### config.mk
export PLATFORM = sky130hd
export DESIGN_NAME = run_clock_gate_ctrl
export DESIGN_NICKNAME = d
export VERILOG_FILES = /design/src/design/clk_gate_pkg.sv /design/src/design/gate_if.sv /design/src/design/gate_mode_mux.sv /design/src/design/unit_access_guard.sv /design/src/design/run_clock_gate_ctrl.sv
export SDC_FILE = /design/constraint.sdc
export NUM_CORES = 1
export LEC_CHECK = 0
export BUFFER_PORTS_ARGS = -buffer_cell sky130_fd_sc_hd__buf_2
export CAP_MARGIN = 20
export CORE_ASPECT_RATIO = 0.6
export CORE_MARGIN = 1
export CORE_UTILIZATION = 38
export CTS_BUF_LIST = sky130_fd_sc_hd__clkbuf_16
export CTS_CLUSTER_DIAMETER = 120
export CTS_CLUSTER_SIZE = 20
export DETAILED_ROUTE_END_ITERATION = 7
export GPL_TIMING_DRIVEN = 1
export MAX_ROUTING_LAYER = met4
export PLACE_DENSITY_LB_ADDON = 0.15
export SLEW_MARGIN = 20
export SYNTH_ARGS = -nofsm -noshare
export SYNTH_HDL_FRONTEND = slang
export SYNTH_SLANG_ARGS = --single-unit
### constraint.sdc
create_clock -name pclk -period 1.37 [get_ports pclk]
set_input_delay 0.274 -clock pclk [delete_from_list [all_inputs] [get_ports pclk]]
set_output_delay 0.274 -clock pclk [all_outputs]
set_load 0.02 [all_outputs]
### src/design/clk_gate_pkg.sv
// Constants and types shared by the run-mode unit clock gate design.
// Assumes a 32-bit APB with full 32-bit byte addresses.
package clk_gate_pkg;

  localparam logic [31:0] SYSCTL_BASE = 32'h400F_E000;
  localparam logic [31:0] RUN_GATE_OFS = 32'h0000_0104;
  localparam logic [31:0] IRQ_STATUS_OFS = 32'h0000_0200;
  localparam logic [31:0] IRQ_MASK_OFS = 32'h0000_0204;
  localparam logic [31:0] EFF_GATE_OFS = 32'h0000_0208;

  localparam logic [31:0] GATE_RESET = 32'h0000_0000;
  // Timers 19:16, two-wire 14/12, decoders 9:8, sync 5:4, async 2:0
  localparam logic [31:0] GATE_WR_MASK = 32'h000F_5337;
  localparam logic [31:0] UPPER_MASK = 32'hFFF0_0000;

  localparam int UNIT_IDX_W = 5;
  localparam int IRQ_W = 2;
  localparam int IRQ_FAULT_BIT = 0;
  localparam int IRQ_GATE_CHG_BIT = 1;
  localparam logic [1:0] IRQ_RESET = 2'h0;

  typedef enum logic [1:0] {
    MODE_RUN,
    MODE_SLEEP,
    MODE_DEEP_SLEEP
  } power_mode_t;

  function automatic logic reg_hit(input logic [31:0] addr,
                                   input logic [31:0] ofs);
    reg_hit = (addr == SYSCTL_BASE + ofs);
  endfunction

endpackage

### src/design/gate_if.sv
// Carries unit enables and unit access checks between the controller
// and the access guard. Assumes one clock domain.
`timescale 1ns/1ps
interface gate_if;
  logic [31:0] en;
  logic req;
  logic [clk_gate_pkg::UNIT_IDX_W-1:0] idx;
  logic resp_valid;
  logic fault;
  modport ctrl (output en, output req, output idx,
                input resp_valid, input fault);
  modport guard (input en, input req, input idx,
                 output resp_valid, output fault);
endinterface

### src/design/gate_mode_mux.sv
// Picks the gating vector that applies in the current power mode.
// Assumes the mode and companion vectors come from the power controller.
`timescale 1ns/1ps
module gate_mode_mux (
  input wire logic [31:0] run_gate,
  input wire logic [31:0] sleep_gate,
  input wire logic [31:0] deep_gate,
  input wire clk_gate_pkg::power_mode_t mode,
  input wire logic auto_gating_select,
  output logic [31:0] eff_gate
);
  import clk_gate_pkg::*;

  // Without auto gating the run vector stays in force in every mode
  always_comb begin
    eff_gate = run_gate;
    if (auto_gating_select) begin
      unique case (mode)
        MODE_RUN: eff_gate = run_gate;
        MODE_SLEEP: eff_gate = sleep_gate & GATE_WR_MASK;
        MODE_DEEP_SLEEP: eff_gate = deep_gate & GATE_WR_MASK;
        default: eff_gate = run_gate;
      endcase
    end
  end
endmodule

### src/design/unit_access_guard.sv
// Answers each unit access one cycle later, faulting gated units.
// Assumes the controller holds req for one cycle per access.
`timescale 1ns/1ps
module unit_access_guard (
  input wire logic pclk,
  input wire logic presetn,
  gate_if.guard g
);
  import clk_gate_pkg::*;

  typedef struct packed {
    logic resp_valid;
    logic fault;
  } guard_st_t;

  guard_st_t st_r;
  guard_st_t st_nxt;

  always_comb begin
    st_nxt.resp_valid = g.req;
    st_nxt.fault = g.req && !g.en[g.idx];
  end

  always_ff @(posedge pclk or negedge presetn) begin
    if (!presetn) begin
      st_r <= '0;
    end else begin
      st_r <= st_nxt;
    end
  end

  assign g.resp_valid = st_r.resp_valid;
  assign g.fault = st_r.fault;
endmodule

### src/design/run_clock_gate_ctrl.sv
// Run-mode unit clock gate register with APB slave, fault guard, irq.
// Assumes a zero-wait APB master and synchronous mode inputs.
// Notes on behaviour
// - each writable bit enables one unit clock
// - access to gated unit returns bus fault
// - reset clears every gating bit
// - run register rules; sleep vectors need auto
// - bits 19..16 gate timers three..zero
// - bit 14 two-wire one, bit 12 zero
// - bits 9, 8 gate quadrature decoders
// - bits 5, 4 gate synchronous serial ports
// - bits 2..0 gate asynchronous serial ports
// - reserved low bits read zero, unwritable
// - register sits at base plus 0x104
//
// The implementer's own choice: register access over APB.
`timescale 1ns/1ps
module run_clock_gate_ctrl (
  input wire logic pclk,
  input wire logic presetn,
  input wire logic psel,
  input wire logic penable,
  input wire logic pwrite,
  input wire logic [31:0] paddr,
  input wire logic [31:0] pwdata,
  output logic [31:0] prdata,
  output logic pready,
  output logic pslverr,
  input wire clk_gate_pkg::power_mode_t power_mode,
  input wire logic auto_gating_select,
  input wire logic [31:0] sleep_gate_value,
  input wire logic [31:0] deep_sleep_gate_value,
  input wire logic unit_req,
  input wire logic [clk_gate_pkg::UNIT_IDX_W-1:0] unit_idx,
  output logic unit_resp_valid,
  output logic unit_fault,
  output logic [31:0] unit_clk_en,
  output logic irq
);
  import clk_gate_pkg::*;

  typedef struct packed {
    logic [31:0] run_gate;
    logic [31:0] unit_en;
    logic [IRQ_W-1:0] irq_status;
    logic [IRQ_W-1:0] irq_mask;
    logic [31:0] rdata;
    logic slverr;
  } ctrl_st_t;

  ctrl_st_t st_r;
  ctrl_st_t st_nxt;
  logic [31:0] eff_gate;
  logic setup;
  logic access;
  logic hit_run;
  logic hit_stat;
  logic hit_mask;
  logic hit_eff;
  logic hit_any;
  logic [IRQ_W-1:0] events;
  logic [IRQ_W-1:0] clr;

  gate_if g ();

  gate_mode_mux u_mux (
    .run_gate(st_r.run_gate),
    .sleep_gate(sleep_gate_value),
    .deep_gate(deep_sleep_gate_value),
    .mode(power_mode),
    .auto_gating_select(auto_gating_select),
    .eff_gate(eff_gate)
  );

  unit_access_guard u_guard (
    .pclk(pclk),
    .presetn(presetn),
    .g(g.guard)
  );

  assign g.en = st_r.unit_en;
  assign g.req = unit_req;
  assign g.idx = unit_idx;

  assign setup = psel && !penable;
  assign access = psel && penable;
  assign hit_run = reg_hit(paddr, RUN_GATE_OFS);
  assign hit_stat = reg_hit(paddr, IRQ_STATUS_OFS);
  assign hit_mask = reg_hit(paddr, IRQ_MASK_OFS);
  assign hit_eff = reg_hit(paddr, EFF_GATE_OFS);
  assign hit_any = hit_run || hit_stat || hit_mask || hit_eff;

  always_comb begin
    st_nxt = st_r;
    events = '0;
    clr = '0;
    // Applies the effective vector a cycle late so outputs come from flops
    st_nxt.unit_en = eff_gate;
    events[IRQ_FAULT_BIT] = g.resp_valid && g.fault;
    events[IRQ_GATE_CHG_BIT] = (eff_gate != st_r.unit_en);
    // Read data is latched in setup so the zero-wait access can return it
    if (setup) begin
      st_nxt.slverr = !hit_any;
      st_nxt.rdata = '0;
      if (!pwrite) begin
        if (hit_run) begin
          st_nxt.rdata = st_r.run_gate;
        end
        if (hit_stat) begin
          st_nxt.rdata[IRQ_W-1:0] = st_r.irq_status;
        end
        if (hit_mask) begin
          st_nxt.rdata[IRQ_W-1:0] = st_r.irq_mask;
        end
        if (hit_eff) begin
          st_nxt.rdata = st_r.unit_en;
        end
      end
    end
    if (access && pwrite && hit_run) begin
      // Reserved and upper bits never store a one
      st_nxt.run_gate = pwdata & GATE_WR_MASK;
      // Same mask covers the remaining unit groups
      // Reserved low and upper positions stay zero
      // Upper positions drop writes as well
    end
    if (access && pwrite && hit_mask) begin
      st_nxt.irq_mask = pwdata[IRQ_W-1:0];
    end
    if (access && !pwrite && hit_stat) begin
      clr = st_r.irq_status;
    end
    // An event in the clearing cycle survives the read
    st_nxt.irq_status = (st_r.irq_status & ~clr) | events;
  end

  always_ff @(posedge pclk or negedge presetn) begin
    if (!presetn) begin
      st_r.run_gate <= GATE_RESET;
      st_r.unit_en <= GATE_RESET;
      st_r.irq_status <= IRQ_RESET;
      st_r.irq_mask <= IRQ_RESET;
      st_r.rdata <= '0;
      st_r.slverr <= 1'b0;
    end else begin
      st_r <= st_nxt;
    end
  end

  assign prdata = st_r.rdata;
  assign pready = 1'b1;
  assign pslverr = st_r.slverr && access;
  assign unit_resp_valid = g.resp_valid;
  assign unit_fault = g.fault;
  assign unit_clk_en = st_r.unit_en;
  assign irq = |(st_r.irq_status & st_r.irq_mask);
endmodule

==> results.md <==
- Unique masters post-synth: 49
- Area of the mapped netlist: 3130 sq um
- Global-route met1 utilization: 0.344
- Setup WS post-layout: -0.661 ns
- Crit end category: flop
- Total global routing track utilization: 0.220
- Count of vias placed by the detailed router: 2776
- Top library cells by usage in the layout, fill and taps aside: sky130_fd_sc_hd__buf_2, sky130_fd_sc_hd__buf_4, sky130_fd_sc_hd__dfrtp_1, sky130_fd_sc_hd__conb_1, sky130_fd_sc_hd__nand2_1
- DRC violation count after routing: 0
- Die footprint: 8610 sq um
- Synth top area cells: sky130_fd_sc_hd__dfrtp_1, sky130_fd_sc_hd__buf_4, sky130_fd_sc_hd__a22oi_1
- Share of async-settable or async-resettable flops after synthesis: 1.00
- Largest net degree at the start of global routing: 47
- Core area: 7910 sq um
- Number of hold-slack violations in the final timing report: 0
- Total global routing overflow: 0
- Share of power burned in combinational logic: 0.202
- Crit path to: st_r[77]
- Unrepaired setup endpoints after global routing: true
- Top-level port count: 211
- Number of buffers inserted during clock tree synthesis: 5
- Final Net Count: 619
- Worst-Skew Late Latency: 0.29 ns
- Port buffer count: 114
- Post-route clock period utilization: 1.48
- Per-instance average area after synthesis: 9.51 sq um
- Sum of buffers and inverters on the critical path: 3
- Dominant register cell in the synthesized netlist: sky130_fd_sc_hd__dfrtp_1
- Maximum vdd ir drop: 0.000511 V
- Number of clock sinks: 46
- Number of flops mapped to enable cells by yosys: 0
- Crit path from: paddr[1]
- Start-to-end type of the worst setup path: primary input to flop
- Inserted Diodes: 0
- First-pass detailed-route iteration total: 4
- Highest achievable clock rate: 492 MHz
- Lkg Pwr: 0.00213 uW
- Power density relative to cell area: 771 nW/um^2
- Remaining antenna violation count: 0
- Layout cells sized above 1: 0.481
- Core Util, Final: 0.539
- Maximum fanout count along the critical path: 6
- Root buffer cell: sky130_fd_sc_hd__clkbuf_16
- Fraction of power spent switching nets: 0.287
- Outcome: finished with violations
- Clock transition at the registers of the reported paths: 0.07 ns
- Reg power frac: 0.424
- Critical R2R Capture: st_r[36]
- Family with the most delay on the worst path: simple AND/OR/NAND/NOR gates
- # rows: 25
- Global-route met2 utilization: 0.295
- Initial drt markers: 129
- Post-detailed-route via-to-cell ratio: 4.75
- Number of warnings reported in the yosys synthesis log: 0
- Width of the die: 119 um
- Violated checks: setup timing
- Worst slack on hold paths: 0.104 ns
- Area Overhead vs Synth: 36.3%
- Dominant cell type by area after synthesis: sky130_fd_sc_hd__dfrtp_1
- Switching power: 945 uW
- Routability congestion estimate: 0.931
- Wire length of the first global-routing pass: 13.9 mm
- Most common library cell in the layout ignoring fill and taps: sky130_fd_sc_hd__buf_2
- Post-synthesis register bit count: 46
- Beginning of the worst register-to-register path: st_r[88]
- H-tree depth: 2
- TritonCTS clock tree: done
- Accumulated negative setup slack: -17.51 ns
- Logic depth of the worst path, buffers included: 8
- Yosys top cell area share: 0.368
- Number of instances in the synthesized netlist: 329
- Grt peak-use layer: met1
- Number of antenna violations at the first check in global routing: 0
- Wire length after detailed routing: 8.98 mm
- Largest stage delay on the critical path: 0.53 ns
- Arrival time at the worst endpoint: 2.20 ns
- Die Y: 72.3 um
- Routing usage on met3: 0.0369
- Required time of the critical path: 1.54 ns
- Initial core utilization: 0.395
- Minimum setup slack among reg-to-reg paths: -0.21 ns
- Via count of the first global-routing pass: 2600
- Worst slack after detailed placement: -0.996 ns
- Buffer depth of the longest clock path: 2
- Fin crit period: 2.03 ns
- Internal power summed over all cells: 2350 uW
- Sequential element share of the synthesized area: 0.368
- Final Max Tran Viols: 0
- Post-DP HPWL: 7.22 mm
- Depth of the worst register-to-register path: 6
- Startpoint types: primary input
- Final Power: 3290 uW
- DR WL/cell: 15.4 um
- Setup violation total in the final timing report: 32
- Series of cell instances along the critical path: buf_6, or4_4, nor4_4, nand4_4, nor4b_4, buf_4, clkbuf_16, mux2_4
- Number of max-cap violations: 0
- Worst Skew: 0.00860 ns
- Critical path's slowest cell: sky130_fd_sc_hd__or4_4
- Clock network power share: 0.374
- Class of the tightest hold or removal check: primary input to flop
==> through the flow <==
stage          instances  cell area [sq um]
6_report             584               4270
3_5_place_dp         570               3910
3_3_place_gp         570               3910
4_1_cts              580               4190
2_1_floorplan        366               3270
5_1_grt              584               4270
==> power by group through the flow <==
stage | logic, uW | registers, uW | clock network (uW)
after global placement | 627 | 1420 | 0
after global routing | 726 | 1400 | 1290
after CTS | 662 | 1390 | 1240
after detailed placement | 632 | 1420 | 0
final | 663 | 1400 | 1230
after floorplan | 408 | 1430 | 0
==> registers in the layout (all words and copies together), names as in the netlist <==
register              cells
st_r                     18
prdata                   13
unit_clk_en              13
u_guard.g.fault           1
u_guard.g.resp_valid      1
==> final cells by class <==
cell class / instances / area [sq um]
flip-flops and latches: 46 / 1150
repair buffers: 179 / 1130
inverters: 10 / 37.5
well taps: 108 / 135
clock buffers: 5 / 125
multi-input cells: 233 / 1660
clock inverters: 3 / 25.0
fillers: 771 / 3650
==> synthesized netlist by cell type, types with 2 or more instances <==
| cell type | count |
|---|---|
| sky130_fd_sc_hd__a21oi_1 | 4 |
| sky130_fd_sc_hd__a22oi_1 | 24 |
| sky130_fd_sc_hd__buf_4 | 65 |
| sky130_fd_sc_hd__clkbuf_1 | 9 |
| sky130_fd_sc_hd__conb_1 | 2 |
| sky130_fd_sc_hd__dfrtp_1 | 46 |
| sky130_fd_sc_hd__ha_1 | 2 |
| sky130_fd_sc_hd__inv_1 | 10 |
| sky130_fd_sc_hd__mux2_2 | 6 |
| sky130_fd_sc_hd__mux2_4 | 10 |
| sky130_fd_sc_hd__mux2i_1 | 2 |
| sky130_fd_sc_hd__nand2_1 | 34 |
| sky130_fd_sc_hd__nand2b_1 | 3 |
| sky130_fd_sc_hd__nand3b_1 | 3 |
| sky130_fd_sc_hd__nand4_1 | 4 |
| sky130_fd_sc_hd__nand4b_1 | 2 |
| sky130_fd_sc_hd__nor2_1 | 9 |
| sky130_fd_sc_hd__nor2b_1 | 4 |
| sky130_fd_sc_hd__nor3_1 | 6 |
| sky130_fd_sc_hd__nor4_1 | 3 |
| sky130_fd_sc_hd__o21ai_0 | 31 |
| sky130_fd_sc_hd__o311a_1 | 2 |
| sky130_fd_sc_hd__o31ai_1 | 2 |
| sky130_fd_sc_hd__or3_1 | 2 |
| sky130_fd_sc_hd__xnor2_1 | 18 |
| sky130_fd_sc_hd__xor2_1 | 3 |
==> what timing repair did <==
action	in CTS	in global routing
hold buffers	1	0
gates resized for setup	30	15
pin swaps	5	1
endpoints found under the setup margin	32	34
endpoints found under the hold margin	46	0
buffers inserted	2	3
gates cloned	0	1
==> cell families (layout without fill, tap and decap cells) <==
logic type	after synthesis	count (layout)	share of synthesized area
DFF	46	46	0.368
and+or+nand+nor	81	81	0.147
buffers and inverters	87	197	0.186
muxes	19	19	0.0832
AOI/OAI and AO/OA	71	71	0.147
other	2	39	0.00240
xor gates and xnor gates	21	21	0.0588
adders and majority gates	2	2	0.00800
==> worst min-delay path by stage <==
stage	startpoint	to	slack, ns	cells after the start
global route	unit_req	u_guard.g.resp_valid	0.11	1
finish	unit_req	u_guard.g.resp_valid	0.10	1
floorplan	presetn	prdata[0]	-0.02	0
CTS	unit_req	u_guard.g.resp_valid	0.10	1
global placement	presetn	st_r[0]	0.28	2
detailed placement	presetn	prdata[0]	0.27	2
==> per-layer routing <==
metal  vias up  wire, um
met5         -         0
li1       1340         -
met3         6       623
met2        96      3560
met4         0        45
met1      1334      4760
(Power assumes the default switching activity.)
